--- config.mk ---
export PLATFORM = sky130hd
export DESIGN_NAME = gyro_trim_regs
export DESIGN_NICKNAME = d
export VERILOG_FILES = /design/src/gyro_trim_pkg.sv /design/src/rate_corr_sub.sv /design/src/gyro_trim_regs.sv
export VERILOG_INCLUDE_DIRS = /design/src
export SDC_FILE = /design/constraint.sdc
export NUM_CORES = 1
export LEC_CHECK = 0
export BUFFER_PORTS_ARGS = -buffer_cell sky130_fd_sc_hd__buf_2
export CAP_MARGIN = 40
export CORE_ASPECT_RATIO = 0.8
export CORE_MARGIN = 1
export CORE_UTILIZATION = 60
export DETAILED_ROUTE_END_ITERATION = 10
export PLACE_DENSITY_LB_ADDON = 0.2
export SKIP_LAST_GASP = 1
export SLEW_MARGIN = 30
export SYNTH_ARGS = -nofsm -noshare
export SYNTH_HDL_FRONTEND = slang
export SYNTH_SLANG_ARGS = --single-unit
--- constraint.sdc ---
create_clock -name clk_i -period 8.15 [get_ports clk_i]
set_clock_uncertainty 0.2 [all_clocks]
set_input_delay 1.63 -clock clk_i [delete_from_list [all_inputs] [get_ports clk_i]]
set_output_delay 1.63 -clock clk_i [all_outputs]
set_load 0.02 [all_outputs]
--- src/gyro_trim_cfg.svh ---
`ifndef GYRO_TRIM_CFG_SVH
`define GYRO_TRIM_CFG_SVH

// Register indices; the byte address on the bus is four times the index.
`define IDX_NVM_CTRL      8'h33
`define IDX_CORR_MID      8'h36
`define IDX_CORR_X_HIGH   8'h37
`define IDX_CORR_Y_HIGH   8'h38
`define IDX_CORR_Z_HIGH   8'h39
`define IDX_SPARE_LOW     8'h3A
`define IDX_SPARE_BYTE    8'h3B
`define IDX_SELF_TEST     8'h3C
`define IDX_IRQ_STATUS    8'h40
`define IDX_IRQ_MASK      8'h41
`define IDX_SOFT_RESET    8'h42

// Self-test register fields.
`define ST_LAUNCH_BIT     0
`define ST_DONE_BIT       1
`define ST_FAIL_BIT       2
`define ST_HEALTH_BIT     4

// Non-volatile memory control fields.
`define NVM_MODE_BIT      0
`define NVM_TRIG_BIT      1
`define NVM_RDY_BIT       2
`define NVM_LOAD_BIT      3

// Interrupt status and mask fields.
`define IRQ_W             3
`define IRQ_BIST_DONE     0
`define IRQ_NVM_DONE      1
`define IRQ_LOAD_DONE     2

// Image layout and reset values.
`define NVM_BYTES         6
`define NVM_IDX_W         3
`define NVM_LAST_SLOT     3'h5
`define NVM_BLANK         8'h00
`define NVM_REMAIN_RESET  4'hF
`define CORR_RESET        12'h000
`define CORR_SHIFT        4

// Timing.
`define CLK_MHZ           200
`define CNT_W             16
`define BIST_TIME_US      2
`define BIST_CYCLES       (`BIST_TIME_US * `CLK_MHZ)
`define NVM_PROG_TIME_US  100

`endif

--- src/gyro_trim_pkg.sv ---
`include "gyro_trim_cfg.svh"

package gyro_trim_pkg;

  typedef enum logic [1:0] {NVM_IDLE, NVM_LOAD, NVM_PROG} nvm_state_e;
  typedef enum logic {BIST_IDLE, BIST_RUN} bist_state_e;

  // Index 0 is x, 1 is y, 2 is z.
  typedef struct packed {
    logic [2:0][15:0] axis;
  } rate_set_s;

  typedef struct packed {
    logic [2:0][11:0] axis;
  } corr_set_s;

  typedef struct packed {
    rate_set_s filt;
    rate_set_s unfilt;
  } rate_pair_s;

  typedef struct packed {
    corr_set_s                           corr;
    logic [3:0]                          spare_nibble;
    logic [7:0]                          spare_byte;
    bist_state_e                         bist;
    logic                                launch;
    logic                                done;
    logic                                fail;
    logic                                health;
    logic [`CNT_W-1:0]                   bist_cnt;
    nvm_state_e                          nvm;
    logic [`NVM_IDX_W-1:0]               load_idx;
    logic [`CNT_W-1:0]                   nvm_cnt;
    logic                                prog_mode;
    logic [3:0]                          remain;
    logic [`NVM_BYTES-1:0][7:0]          image;
    logic [`IRQ_W-1:0]                   irq_status;
    logic [`IRQ_W-1:0]                   irq_mask;
    logic                                ack;
    logic [7:0]                          rdata;
  } trim_state_s;

endpackage

--- src/rate_corr_sub.sv ---
`timescale 1ns/1ps

module rate_corr_sub (
  input  wire logic                    clk_i,    // System clock.
  input  wire logic                    rst_i,    // Synchronous reset, active high.
  input  wire gyro_trim_pkg::corr_set_s corr_i,  // Assembled 12-bit corrections.
  input  wire gyro_trim_pkg::rate_pair_s rate_i, // Raw filtered and unfiltered rates.
  output gyro_trim_pkg::rate_pair_s      rate_o  // Corrected rates.
);
  import gyro_trim_pkg::*;

  rate_pair_s       st;
  rate_pair_s       next_st;
  logic [2:0][15:0] diff_f;
  logic [2:0][15:0] diff_u;

  // The correction step is sixteen rate LSBs, so 2047 moves a zero reading
  // to about -124.94 deg/s and -2048 to +125 deg/s; results saturate rather
  // than wrap so an overflowing result never flips the sign of a reading.
  function automatic logic [15:0] sat_sub(input logic [15:0] r, input logic [11:0] c);
    logic signed [17:0] d;
    d = $signed({{2{r[15]}}, r}) - $signed({{2{c[11]}}, c, 4'h0});
    if (d > 18'sh07FFF)
      sat_sub = 16'h7FFF;
    else if (d < -18'sh08000)
      sat_sub = 16'h8000;
    else
      sat_sub = d[15:0];
  endfunction

  genvar g;
  generate
    for (g = 0; g < 3; g++)
    begin : g_axis
      assign diff_f[g] = sat_sub(rate_i.filt.axis[g], corr_i.axis[g]);
      assign diff_u[g] = sat_sub(rate_i.unfilt.axis[g], corr_i.axis[g]);
    end
  endgenerate

  always_comb
  begin
    next_st             = st;
    next_st.filt.axis   = diff_f;
    next_st.unfilt.axis = diff_u;
    if (rst_i)
      next_st = '0;
  end

  always_ff @(posedge clk_i)
  begin
    st <= next_st;
  end

  assign rate_o = st;

endmodule

--- src/gyro_trim_regs.sv ---
// The implementer's own choice: the Wishbone interface to the registers.
`timescale 1ns/1ps

module gyro_trim_regs #(
  parameter int NVM_PROG_CYCLES = `NVM_PROG_TIME_US * `CLK_MHZ  // Image write time in clocks.
) (
  input  wire logic                      clk_i,         // System clock, 200 MHz.
  input  wire logic                      rst_i,         // Synchronous power-on reset, active high.
  input  wire logic                      cyc_i,         // Wishbone cycle.
  input  wire logic                      stb_i,         // Wishbone strobe.
  input  wire logic                      we_i,          // Wishbone write enable.
  input  wire logic [3:0]                sel_i,         // Wishbone byte selects.
  input  wire logic [9:0]                adr_i,         // Wishbone byte address.
  input  wire logic [31:0]               dat_i,         // Wishbone write data.
  output logic      [31:0]               dat_o,         // Wishbone read data.
  output logic                           ack_o,         // Wishbone acknowledge.
  output logic                           irq_o,         // Level interrupt, active high.
  input  wire logic                      sensor_ok_i,   // Sensor health from the rate core.
  input  wire logic                      bist_pass_i,   // Self-test values in expected range.
  output logic                           bist_active_o, // Self-test stimulus enable.
  input  wire gyro_trim_pkg::rate_pair_s rate_i,        // Raw rates from the filters.
  output gyro_trim_pkg::rate_pair_s      rate_o         // Corrected rates.
);
  import gyro_trim_pkg::*;

  localparam int BIST_WAIT = `BIST_CYCLES;

  trim_state_s       st;
  trim_state_s       next_st;
  logic              req;
  logic              wr;
  logic [7:0]        idx;
  logic [`IRQ_W-1:0] ev;

  ////////////////////////////////////////////////////////////////////////////
  // Image byte mapping, shared by bus access, load and programming.

  function automatic logic is_image(input logic [7:0] i);
    is_image = (i >= `IDX_CORR_MID) && (i <= `IDX_SPARE_BYTE);
  endfunction

  function automatic logic [`NVM_IDX_W-1:0] image_slot(input logic [7:0] i);
    logic [7:0] d;
    d = i - `IDX_CORR_MID;
    image_slot = d[`NVM_IDX_W-1:0];
  endfunction

  function automatic logic [7:0] image_byte(input trim_state_s s, input logic [`NVM_IDX_W-1:0] k);
    case (k)
      3'h0:    image_byte = {s.corr.axis[0][3:2], s.corr.axis[1][3:1], s.corr.axis[2][3:1]};
      3'h1:    image_byte = s.corr.axis[0][11:4];
      3'h2:    image_byte = s.corr.axis[1][11:4];
      3'h3:    image_byte = s.corr.axis[2][11:4];
      3'h4:    image_byte = {s.spare_nibble, s.corr.axis[0][1:0], s.corr.axis[1][0], s.corr.axis[2][0]};
      3'h5:    image_byte = s.spare_byte;
      default: image_byte = 8'h00;
    endcase
  endfunction

  function automatic trim_state_s put_byte(input trim_state_s s, input logic [`NVM_IDX_W-1:0] k,
                                           input logic [7:0] b);
    put_byte = s;
    case (k)
      3'h0:
      begin
        put_byte.corr.axis[0][3:2] = b[7:6];
        put_byte.corr.axis[1][3:1] = b[5:3];
        put_byte.corr.axis[2][3:1] = b[2:0];
      end
      3'h1:    put_byte.corr.axis[0][11:4] = b;
      3'h2:    put_byte.corr.axis[1][11:4] = b;
      3'h3:    put_byte.corr.axis[2][11:4] = b;
      3'h4:
      begin
        put_byte.spare_nibble      = b[7:4];
        put_byte.corr.axis[0][1:0] = b[3:2];
        put_byte.corr.axis[1][0]   = b[1];
        put_byte.corr.axis[2][0]   = b[0];
      end
      3'h5:    put_byte.spare_byte = b;
      default: put_byte = s;
    endcase
  endfunction

  // Every reset starts an image load; rst_i also blanks the image, so after it
  // the corrections load as zero, and a soft reset or a write of the NVM load bit restores kept values.
  function automatic trim_state_s reset_state();
    reset_state          = '0;
    reset_state.corr     = '{axis: '{`CORR_RESET, `CORR_RESET, `CORR_RESET}};
    reset_state.bist     = BIST_IDLE;
    reset_state.nvm      = NVM_LOAD;
    reset_state.remain   = `NVM_REMAIN_RESET;
    reset_state.image    = {`NVM_BYTES{`NVM_BLANK}};
  endfunction

  ////////////////////////////////////////////////////////////////////////////
  // Next-state logic.

  assign idx = adr_i[9:2];
  // No bus access is answered while the image loads, so half-restored
  // registers are never visible.
  assign req = cyc_i && stb_i && !st.ack && (st.nvm != NVM_LOAD);
  assign wr  = req && we_i && sel_i[0];

  always_comb
  begin
    next_st        = st;
    ev             = '0;
    next_st.ack    = 1'b0;
    next_st.health = sensor_ok_i;

    // Self-test sequencer.
    case (st.bist)
      BIST_IDLE:
      begin
        if (wr && (idx == `IDX_SELF_TEST) && dat_i[`ST_LAUNCH_BIT])
        begin
          next_st.bist     = BIST_RUN;
          next_st.launch   = 1'b1;
          next_st.done     = 1'b0;
          next_st.fail     = 1'b0;
          next_st.bist_cnt = `CNT_W'(`BIST_CYCLES - 1);
        end
      end
      BIST_RUN:
      begin
        if (st.bist_cnt == '0)
        begin
          next_st.bist  = BIST_IDLE;
          next_st.launch = 1'b0;
          next_st.done  = 1'b1;
          next_st.fail  = !bist_pass_i;
          ev[`IRQ_BIST_DONE] = 1'b1;
        end
        else
          next_st.bist_cnt = st.bist_cnt - `CNT_W'(1);
      end
      default: next_st.bist = BIST_IDLE;
    endcase

    // Image load and programming controller.
    case (st.nvm)
      NVM_IDLE:
      begin
        if (wr && (idx == `IDX_NVM_CTRL))
        begin
          next_st.prog_mode = dat_i[`NVM_MODE_BIT];
          // The unlock must already stand before the trigger write.
          if (dat_i[`NVM_TRIG_BIT] && st.prog_mode && (st.remain != 4'h0))
          begin
            next_st.nvm     = NVM_PROG;
            next_st.remain  = st.remain - 4'h1;
            next_st.nvm_cnt = `CNT_W'(NVM_PROG_CYCLES - 1);
            for (int k = 0; k < `NVM_BYTES; k++)
              next_st.image[k] = image_byte(st, `NVM_IDX_W'(k));
          end
          else if (dat_i[`NVM_LOAD_BIT])
          begin
            next_st.nvm      = NVM_LOAD;
            next_st.load_idx = '0;
          end
        end
      end
      NVM_LOAD:
      begin
        next_st = put_byte(next_st, st.load_idx, st.image[st.load_idx]);
        if (st.load_idx == `NVM_LAST_SLOT)
        begin
          next_st.nvm        = NVM_IDLE;
          ev[`IRQ_LOAD_DONE] = 1'b1;
        end
        else
          next_st.load_idx = st.load_idx + `NVM_IDX_W'(1);
      end
      NVM_PROG:
      begin
        if (st.nvm_cnt == '0)
        begin
          next_st.nvm       = NVM_IDLE;
          ev[`IRQ_NVM_DONE] = 1'b1;
        end
        else
          next_st.nvm_cnt = st.nvm_cnt - `CNT_W'(1);
      end
      default: next_st.nvm = NVM_IDLE;
    endcase

    // Direct register writes take effect without any image cycle.
    if (wr && is_image(idx))
      next_st = put_byte(next_st, image_slot(idx), dat_i[7:0]);
    if (wr && (idx == `IDX_IRQ_MASK))
      next_st.irq_mask = dat_i[`IRQ_W-1:0];

    // A new event in the clearing cycle stays set.
    if (wr && (idx == `IDX_IRQ_STATUS))
      next_st.irq_status = (st.irq_status & ~dat_i[`IRQ_W-1:0]) | ev;
    else
      next_st.irq_status = st.irq_status | ev;

    // Read data is captured with the request, so it shows pre-write values.
    next_st.rdata = 8'h00;
    if (req && !we_i)
    begin
      if (is_image(idx))
        next_st.rdata = image_byte(st, image_slot(idx));
      else
      begin
        case (idx)
          `IDX_SELF_TEST:
          begin
            next_st.rdata[`ST_HEALTH_BIT] = st.health;
            next_st.rdata[`ST_FAIL_BIT]   = st.fail;
            next_st.rdata[`ST_DONE_BIT]   = st.done;
            next_st.rdata[`ST_LAUNCH_BIT] = st.launch;
          end
          `IDX_NVM_CTRL:
          begin
            next_st.rdata[7:4]            = st.remain;
            next_st.rdata[`NVM_LOAD_BIT]  = 1'b0;
            next_st.rdata[`NVM_RDY_BIT]   = (st.nvm == NVM_IDLE);
            next_st.rdata[`NVM_MODE_BIT]  = st.prog_mode;
          end
          `IDX_IRQ_STATUS: next_st.rdata[`IRQ_W-1:0] = st.irq_status;
          `IDX_IRQ_MASK:   next_st.rdata[`IRQ_W-1:0] = st.irq_mask;
          default:         next_st.rdata = 8'h00;
        endcase
      end
    end
    next_st.ack = req;

    // Soft reset keeps the image and its write budget, then reloads.
    if (wr && (idx == `IDX_SOFT_RESET) && dat_i[0])
    begin
      next_st        = reset_state();
      next_st.image  = st.image;
      next_st.remain = st.remain;
      next_st.ack    = 1'b1;
    end

    if (rst_i)
      next_st = reset_state();
  end

  always_ff @(posedge clk_i)
  begin
    st <= next_st;
  end

  ////////////////////////////////////////////////////////////////////////////
  // Outputs and the correction datapath.

  assign dat_o         = {24'h000000, st.rdata};
  assign ack_o         = st.ack;
  assign irq_o         = |(st.irq_status & st.irq_mask);
  assign bist_active_o = st.launch;

  rate_corr_sub u_corr (
    .clk_i  (clk_i),
    .rst_i  (rst_i),
    .corr_i (st.corr),
    .rate_i (rate_i),
    .rate_o (rate_o)
  );

  ////////////////////////////////////////////////////////////////////////////
  // Assertions.

  property p_launch_clears;
    @(posedge clk_i) disable iff (rst_i)
    (st.bist == BIST_IDLE && wr && idx == `IDX_SELF_TEST && dat_i[0]) |=> (st.launch && !st.done && !st.fail);
  endproperty
  a_launch_clears: assert property (p_launch_clears) else $error("launch did not clear done and fail");

  property p_done_after_run;
    @(posedge clk_i) disable iff (rst_i)
    $rose(st.launch) |-> ##[BIST_WAIT:BIST_WAIT] ($rose(st.done) && !st.launch);
  endproperty
  a_done_after_run: assert property (p_done_after_run) else $error("self-test done at wrong time");

  property p_fail_result;
    @(posedge clk_i) disable iff (rst_i)
    $rose(st.done) |-> (st.fail == !$past(bist_pass_i));
  endproperty
  a_fail_result: assert property (p_fail_result) else $error("self-test fail flag wrong");

  property p_health_read;
    @(posedge clk_i) disable iff (rst_i)
    (req && !we_i && idx == `IDX_SELF_TEST) |=> (dat_o[`ST_HEALTH_BIT] == $past(sensor_ok_i, 2));
  endproperty
  a_health_read: assert property (p_health_read) else $error("health flag does not follow sensor");

  property p_prog_accept;
    @(posedge clk_i) disable iff (rst_i)
    (st.nvm == NVM_IDLE && wr && idx == `IDX_NVM_CTRL && dat_i[1] && st.prog_mode && st.remain != 4'h0)
      |=> (st.nvm == NVM_PROG && st.remain == $past(st.remain) - 4'h1);
  endproperty
  a_prog_accept: assert property (p_prog_accept) else $error("image write not taken or count wrong");

  property p_prog_refuse;
    @(posedge clk_i) disable iff (rst_i)
    (wr && idx == `IDX_NVM_CTRL && dat_i[1] && (!st.prog_mode || st.remain == 4'h0 || st.nvm != NVM_IDLE))
      |=> (st.remain == $past(st.remain));
  endproperty
  a_prog_refuse: assert property (p_prog_refuse) else $error("refused image write changed count");

  property p_reload;
    @(posedge clk_i) disable iff (rst_i)
    $fell(rst_i) |-> (st.nvm == NVM_LOAD && !ack_o) ##6 (st.nvm == NVM_IDLE);
  endproperty
  a_reload: assert property (p_reload) else $error("image not reloaded after reset");

  property p_write_direct;
    @(posedge clk_i) disable iff (rst_i)
    (wr && idx == `IDX_CORR_X_HIGH) |=> (st.corr.axis[0][11:4] == $past(dat_i[7:0]) && ack_o);
  endproperty
  a_write_direct: assert property (p_write_direct) else $error("x correction write not direct");

endmodule

After elaboration in Yosys (flattened, before gate mapping):

Cells that the tools add are included.

* add/subtract/negate cells: 11
* order comparisons: 15
* equality and inequality tests: 18
* mux-type cells: 73
* bitwise gates (word level): 8
* reductions and logical operators: 36

Operators with widths (count)
* 16-bit 2-to-1 mux: 10
* 158-bit 2-to-1 mux: 1
* 18-bit by 16-bit greater-than comparator with 1-bit output (second input constant): 6
* 18-bit by 16-bit < comparator with 1-bit output (second input constant): 6
* 16-bit by 16-bit subtractor with 17-bit output: 6
* 15-bit 2-to-1 mux: 6
* 8-bit 2-to-1 mux: 11
* 74-bit 2-to-1 mux: 1
* 69-bit 2-to-1 mux: 1
* 16-bit one-hot mux with 2 select lines: 2
* 53-bit 2-to-1 mux: 1
* 52-bit 2-to-1 mux: 1
* 8-bit one-hot mux with 6 select lines: 1
* 16-bit zero test: 2
* 16-bit by 1-bit subtractor with 16-bit output (second input constant): 2
* 3-bit 2-to-1 mux: 9
* 8-bit binary-select mux with 3-bit select: 1
* 8-bit by 7-bit == test with 1-bit output (second input constant): 3
* 1-bit logical AND: 17
* 8-bit by 6-bit == test with 1-bit output (second input constant): 2
* 2-bit OR reduction: 7
* 3-bit by 2-bit == test with 1-bit output (second input constant): 4
* 3-bit == test (second input constant): 4
* 6-bit 2-to-1 mux: 2
* other kinds (31): 55

* register bits: 254
* input port bits: 149
* output and inout port bits: 131
* logic and storage cells: 200

Logic depth before layout (Yosys ltp):

Gate-level depths: netlist (run 1).

* depth in word-level cells: 13
* gate-level depth with buffers: 12
* mapped depth without buffers: 10

Hierarchy:

Synthesis (run 1) repeated with hierarchy kept, for this count alone.

* cells, all modules: 1759
* area total of the unflattened synthesis: 14868.0 µm²

Modules (own cells, without submodules)
* gyro_trim_regs: times used 1, cells each 942, area an instance 7960.1 µm²
* rate_corr_sub: times used 1, cells each 817, area an instance 6907.9 µm²

Worst setup path before layout (run 1):

No wires, ideal clock.

* kind: input-to-reg
* from: in rate_i[52] (netlist name)
* to: reg u_corr.st (netlist bit u_corr.rate_o[61])
* arrival time: 3.731 ns
* required time: 7.880 ns
* path slack: 4.149 ns
* stages: 11
* path through: inv_1 -> ha_1 -> fa_1 -> nand2b_1 -> a211oi_1 -> nor2_1 -> and2_1 -> clkbuf_1 -> mux2i_1 -> nand3_1 -> a21oi_1

* longest elaborated chain between the ends: 4

RTL lines
* from (decl): line gyro_trim_regs.sv:21 `input wire gyro_trim_pkg::rate_pair_s rate_i,`
* 16-bit by 16-bit subtractor with 17-bit output (*): line rate_corr_sub.sv:22 `d = $signed({{2{r[15]}}, r}) - $signed({{2{c[11]}}, c, 4'h0});`
* 18-bit by 16-bit < comparator with 1-bit output: line rate_corr_sub.sv:25 `else if (d < -18'sh08000)`
* 16-bit 2-to-1 mux: line rate_corr_sub.sv:25
* 15-bit 2-to-1 mux (*): line rate_corr_sub.sv:23 `if (d > 18'sh07FFF)`
* to (signal assigned): line rate_corr_sub.sv:51 `st <= next_st;`
* to (decl): line rate_corr_sub.sv:12 `rate_pair_s st;`

Mark *: on every way between the ends. The rest lies on a longest branch, timed or not.
A chain may end at the register's enable or synchronous reset.

Final worst setup path (run 1):

Same ends and word-level chain as after synthesis.

==> summary.md, run 1 <==
| Metric | Value |
|---|---|
| Status | `finished clean` |
| Die Area | `approximately 24,000 sq um` |
| Part of the power in registers | `0.390` |
| Setup bufs post-CTS | `0` |
| Rel. slew slack | `0.440` |
| Area of the multi-input gates | `7950 sq um` |
| CTS clk-pin slew, worst paths | `around 0.060 ns` |
| Final Routed Wirelength | `~38 mm` |
| Pins Over Slew Limit | `0` |
| Residual DRC | `0` |
| # resized after CTS | `0` |
| Die Height | `roughly 140 microns` |
| FF/Latch Area | `5080 sq um` |
| Final setup violation count | `0` |
| Setup TNS | `0 ns` |
| Element type at the critical path start | `input pin` |
| Type of the worst setup path | `in2reg` |
| Setup ws final | `~4.1 ns` |
| Via count | `about 13,000` |
| PwrDens | `roughly 240 nW/um^2` |
| RSZ-0062 raised after global routing | `false` |
| Hpwl dp | `between 20 and 30 mm` |
| Share of layout cells above drive strength 1 | `0.165` |
| Largest net degree at the start of global routing | `82` |
| DR pass1 iterations | `5` |
| Cells after synthesis | `1,711` |
| Arrival time worst endpoint | `~4.3 ns` |
| Initial antenna violation count | `2` |
| GPL Wtd Cong | `0.924` |
| Chip width | `between 150 and 200 microns` |
| Htree depth | `1` |
| Number of synthesis warnings | `0` |
| CP Max Fanout | `8` |
| Core ar. | `22,500 sq um` |
| Min-delay worst type | `reg2reg` |
| # rows | `slightly below 50` |
| Fin Hold WS | `about 0.25 ns` |
| Synth area leaders | `dfxtp_1 (37%), a21oi_1 (8.9%), ha_1 (7.3%)` |
| P_leak | `0.00663 uW` |
| Internal | `approximately 2500 uW` |
| Period utilization | `0.494` |
| Grt total ovfl | `0` |
| Pin slew with the least headroom to its limit | `a little over 0.8 ns` |
| DP Worst Slack | `3.58 ns` |
| Post-Syn Area | `roughly 14,000 sq um` |
| Post-synth ARST share | `0` |
| Post-route ant nets | `0` |
| Logic pwr share | `0.301` |
| Vias/cell | `5.86` |
| Clk network pwr share | `0.309` |
| Syn-to-layout area delta | `14.6%` |
| CTS tree | `done` |
| Post-synth top area share | `0.370` |
| Data required, critical path | `approximately 8.4 ns` |
| Root buffer cell | `clkbuf_16` |
| Wirelength per Cell | `~17 microns` |
| Post-synth EDFFs | `0` |
| CTS buffer count | `26` |
| Clock latency on the worst-skew pair | `around 0.53 ns` |
| FMAX | `about 250 MHz` |
| Total Routing Usage GR | `0.310` |
| Syn_area_per_cell | `8.04 sq um` |
| Sequential-to-total area share from yosys stat | `0.370` |
| Crit end category | `register` |
| IO Pins | `280` |
| Net Sw Frac | `0.338` |
| Fill count | `~1,900` |
| Initial DRC count | `~1,400` |
| First-pass GRT wire length | `around 58 mm` |
| Sw Pwr | `roughly 1300 uW` |
| Largest area contributor in the netlist | `dfxtp_1` |
| Vias in the first global route | `around 11,000` |
| Worst-case clock buffer depth | `3` |
| Hold Vio Cnt, Final | `0` |
| Min Tclk post-route | `a little over 4 ns` |
| VDD IR-drop max | `0.000196 V` |
| Max-Cap Viols | `0` |
| Clock sink count | `about 250` |
| Starting Density | `0.611` |
| Final Net Count | `~2,100` |
| Ys flop type | `dfxtp_1` |
| Count of cell types in the netlist | `65` |
| Flops & latches, synth | `about 250` |
| Hold_buf cts | `0` |
| PortBufs | `226` |
-- sequential cells by signal, indices dropped and copies added, names as in the netlist --
register,count
bist_active_o,1
u_corr.rate_o,96
ack_o,1
dat_o,8
st,148
-- placed cells by master (no fill, tap or decap), drive strengths merged, types with 8 or more instances in the layout --
master,instances
o31ai,31
or3,15
ha,80
xnor2,37
nand3,32
and3,12
nor2,190
o21a,15
nor2b,17
a211oi,55
clkbuf,43
a222oi,10
nor4,13
a21oi,244
o211ai,10
a21o,8
buf,238
xor2,26
mux2i,25
nor3,24
nand2,210
mux4,9
conb,24
inv,67
nand2b,46
dfxtp,254
o21ai,68
-- power by group through the flow --
stage | Clock [uW] | Sequential (uW) | Combinational [uW]
after floorplan | 0 | 1600 | 665
after global placement | 0 | 1480 | 1070
after detailed placement | 0 | 1480 | 1100
after CTS | 1160 | 1450 | 1110
after global routing | 1220 | 1470 | 1230
final | 1150 | 1450 | 1120
-- final timing paths --
check	startpoint	depth (start not counted)	to	slack [ns]
worst max-delay path	rate_i[52]	11	u_corr.rate_o[61]	4.13
worst min-delay path	st[35]	2	st[35]	0.25
worst max register to register	st[135]	9	u_corr.rate_o[76]	4.78
worst min register to register	st[35]	2	st[35]	0.25
-- area by class of cell --
| type | instances | share of cell area |
|---|---|---|
| clock inverters | 4 | 0.00127 |
| diodes | 1 | 0.000159 |
| well taps | 306 | 0.0243 |
| multi-input cells | 1292 | 0.505 |
| flip-flops and latches | 254 | 0.323 |
| repair buffers | 239 | 0.0803 |
| clock buffers | 42 | 0.0509 |
| inverters | 67 | 0.0160 |
-- worst max-delay path: stages --
cell and delay, ns:
buf_2 0.08, inv_1 0.05, ha_1 0.22, fa_1 0.42
nand2b_1 0.20, a211oi_1 0.36, nor2_1 0.13, and2_1 0.23
mux2i_1 0.57, nand3_1 0.20, a21oi_1 0.18
-- synthesized netlist by cell type, drive strengths merged (5+ instances only) --
| library cell | instances |
|---|---|
| nand2b | 46 |
| a211oi | 55 |
| xnor2 | 37 |
| a222oi | 10 |
| and3 | 12 |
| mux4 | 9 |
| xor2 | 26 |
| nand2 | 210 |
| o21ai | 68 |
| a21o | 8 |
| nand3b | 7 |
| dfxtp | 254 |
| o21a | 15 |
| buf | 40 |
| or3 | 15 |
| mux2i | 25 |
| nor2b | 17 |
| ha | 80 |
| o211ai | 10 |
| o31ai | 31 |
| nor4 | 13 |
| nor3 | 24 |
| nand3 | 32 |
| clkbuf | 81 |
| fa | 6 |
| a21oi | 244 |
| mux2 | 6 |
| nor3b | 5 |
| a31oi | 7 |
| nor2 | 190 |
| or2 | 5 |
| inv | 67 |
-- routing by layer --
layer	global-route usage	routed length, microns
met1	0.428	16600
met2	0.490	16900
met3	0.0586	3640
met4	0.0913	1100
met5	0	0
-- metrics by stage --
stage	instance area [sq um]	std cells	total power, uW	utilization
2_1_floorplan	13800	1734	2270	-
3_3_place_gp	14800	2153	2550	0.660
3_5_place_dp	14900	2155	2580	0.662
4_1_cts	15700	2201	3720	0.699
5_1_grt	15800	2205	3910	0.700
6_report	15800	2205	3730	0.700
-- kinds of logic after synthesis --
kind of cell,synth area share
xor+xnor,0.0401
compound gates,0.211
mux,0.0378
other cells,0.000273
fa+ha+maj,0.0815
flops,0.370
buf+inv,0.0602
simple gates,0.200
Note: power is estimated with default switching activity, not from simulation.
==> inputs of run 2 (changes only) <==
Settings changed: CORE_UTILIZATION 60 to 50.
Clock period 8.15 ns to 3.3 ns, I/O delays scaled along.
==> run 2 against run 1 <==
Non-clock buffer count grew 28; highest routed layer is now met5; final cell count grew 3.6%; largest cell class unchanged; largest power group unchanged; clock power grew to 2.7 times the previous value; design area grew 2.2%; critical path type is now reg2reg; sequential cell count is the same; sequential power grew 150%.
==> summary.md, run 2 (synthesis results as in run 1) <==
| Metric | Value |
|---|---|
| Status | `finished clean` |
| Pin slew with the least headroom to its limit | `around 0.70 ns` |
| Layout Utilization | `0.604` |
| Clock sink count | `between 200 and 300` |
| Starting Density | `0.516` |
| Clock latency on the worst-skew pair | `approximately 0.55 ns` |
| DR pass1 iterations | `5` |
| Pins Over Slew Limit | `0` |
| CTS tree | `done` |
| Root buffer cell | `clkbuf_16` |
| Delay-heaviest family, CP | `compound AO/OA/AOI/OAI gates` |
| Share of layout cells above drive strength 1 | `0.175` |
| Largest net degree at the start of global routing | `between 100 and 150` |
| Syn-to-layout area delta | `17.1%` |
| Total Routing Usage GR | `0.270` |
| Hold Vio Cnt, Final | `0` |
| PwrDens | `591 nW/um^2` |
| FMAX | `roughly 330 MHz` |
| PortBufs | `around 230` |
| Final instance area | `16,100 sq um` |
| Data required, critical path | `3.53 ns` |
| Worst-path cell chain | `inv_1, ha_1, o211ai_1, a21oi_1, nor3b_1, o41ai_1, xnor2_1, or3_1, o31ai_1` |
| DP Worst Slack | `between 0.1 and 0.15 ns` |
| Initial antenna violation count | `3` |
| Htree depth | `1` |
| Chip width | `about 190 microns` |
| Residual DRC | `0` |
| Core ar. | `around 27,000 sq um` |
| Final setup violation count | `0` |
| Min Tclk post-route | `roughly 3 ns` |
| Hold_buf cts | `0` |
| Die Area | `around 28,000 sq um` |
| Most frequent cells in the layout | `dfxtp_1 (254), a21oi_1 (244), buf_2 (225), nand2_1 (210), nor2_1 (190)` |
| Final Net Count | `between 2,000 and 2,500` |
| Post-route ant nets | `0` |
| GPL Wtd Cong | `between 0.9 and 1` |
| Most common cell after layout, fill and taps aside | `dfxtp_1` |
| Wirelength per Cell | `17.3 microns` |
| CP Max Fanout | `15` |
| Setup ws final | `between 0.2 and 0.3 ns` |
| Type of the worst setup path | `reg2reg` |
| Setup TNS | `0 ns` |
| Register name with the most flops | `st` |
| Crit end category | `register` |
| CTS clk-pin slew, worst paths | `around 0.060 ns` |
| Element type at the critical path start | `register` |
| Arrival time worst endpoint | `3.23 ns` |
| CTS buffer count | `27` |
| Hpwl dp | `~29 mm` |
| Min-delay worst type | `in2reg` |
| Die Height | `150 microns` |
| Rel. slew slack | `0.528` |
| Fill count | `2,406` |
| P_leak | `between 0.006 and 0.007 uW` |
| Final Routed Wirelength | `just under 40 mm` |
| Worst-case clock buffer depth | `3` |
| VDD IR-drop max | `slightly above 0.0004 V` |
| Max-Cap Viols | `0` |
| Vias in the first global route | `between 10,000 and 15,000` |
| # rows | `53` |
| Bufs and invs on worst path | `1` |
| FF/Latch Area | `~5100 sq um` |
| IO Pins | `280` |
| Initial DRC count | `roughly 990` |
| Grt total ovfl | `0` |
| Period utilization | `0.910` |
| # resized after CTS | `0` |
| Via count | `12,800` |
| CP max-delay cell | `or3_1` |
| Setup bufs post-CTS | `0` |
| Area post-placement | `between 15,000 and 20,000 sq um` |
| Worst stage delay on the critical path | `around 0.58 ns` |
| RSZ-0062 raised after global routing | `false` |
| Area of the multi-input gates | `roughly 7900 sq um` |
| Max FFs per register | `roughly 150` |
| Fin Hold WS | `approximately 0.13 ns` |
| Vias/cell | `~5.6` |
| First-pass GRT wire length | `about 61 mm` |
==> run 2: cell count changes in the layout (fill, tap and decap cells not counted), sizes merged <==
cell	previous run	this run
bufinv	0	3
clkbuf	43	38
buf	238	266
clkinvlp	0	2
inv	67	70
clkinv	4	1
==> run 2: worst paths after layout <==
kind / cells after the start / slack [ns] / startpoint / endpoint
max reg2reg: 9 / 0.30 / st[124] / u_corr.rate_o[14]
min: 3 / 0.13 / sensor_ok_i / st[105]
max: 9 / 0.30 / st[124] / u_corr.rate_o[14]
min reg2reg: 2 / 0.25 / st[34] / st[34]
==> run 2: cell type report <==
type / instances / share of cell area
Antenna cell: 1 / 0.000155
Clock buffer: 37 / 0.0462
Clock inverter: 9 / 0.00933
Inverter: 67 / 0.0156
Multi-Input combinational cell: 1292 / 0.493
Sequential cell: 254 / 0.316
Tap cell: 357 / 0.0277
Timing Repair Buffer: 267 / 0.0924
==> run 2: worst reg2reg max path: stages (launching register included) <==
cell      delay, ns
dfxtp_1        0.46
inv_1          0.12
ha_1           0.36
o211ai_1       0.10
a21oi_1        0.20
nor3b_1        0.11
o41ai_1        0.46
xnor2_1        0.12
or3_1          0.58
o31ai_1        0.18
==> run 2: per-stage QoR <==
stage / instances / total power, uW
detailed placement: 2236 / 6450
CTS: 2282 / 9540
global placement: 2236 / 6390
finish: 2284 / 9520
global route: 2284 / 9980
floorplan: 1734 / 5600
==> run 2: power by group <==
group          internal (uW)  leakage [uW]  total (uW)  switching [uW]
Combinational           1080       0.00428        2860            1780
Sequential              3410       0.00208        3570             154
Clock                   1820      0.000430        3090            1270
Total                   6310       0.00679        9520            3200
==> run 2: per-layer routing <==
metal	vias to the layer above	part of all wire	wire (microns)	global-route usage
li1	6333	-	-	-
met1	5848	0.46	18200	0.383
met2	527	0.43	16900	0.417
met3	71	0.077	3030	0.0431
met4	2	0.031	1240	0.0923
met5	-	0.00033	13	0
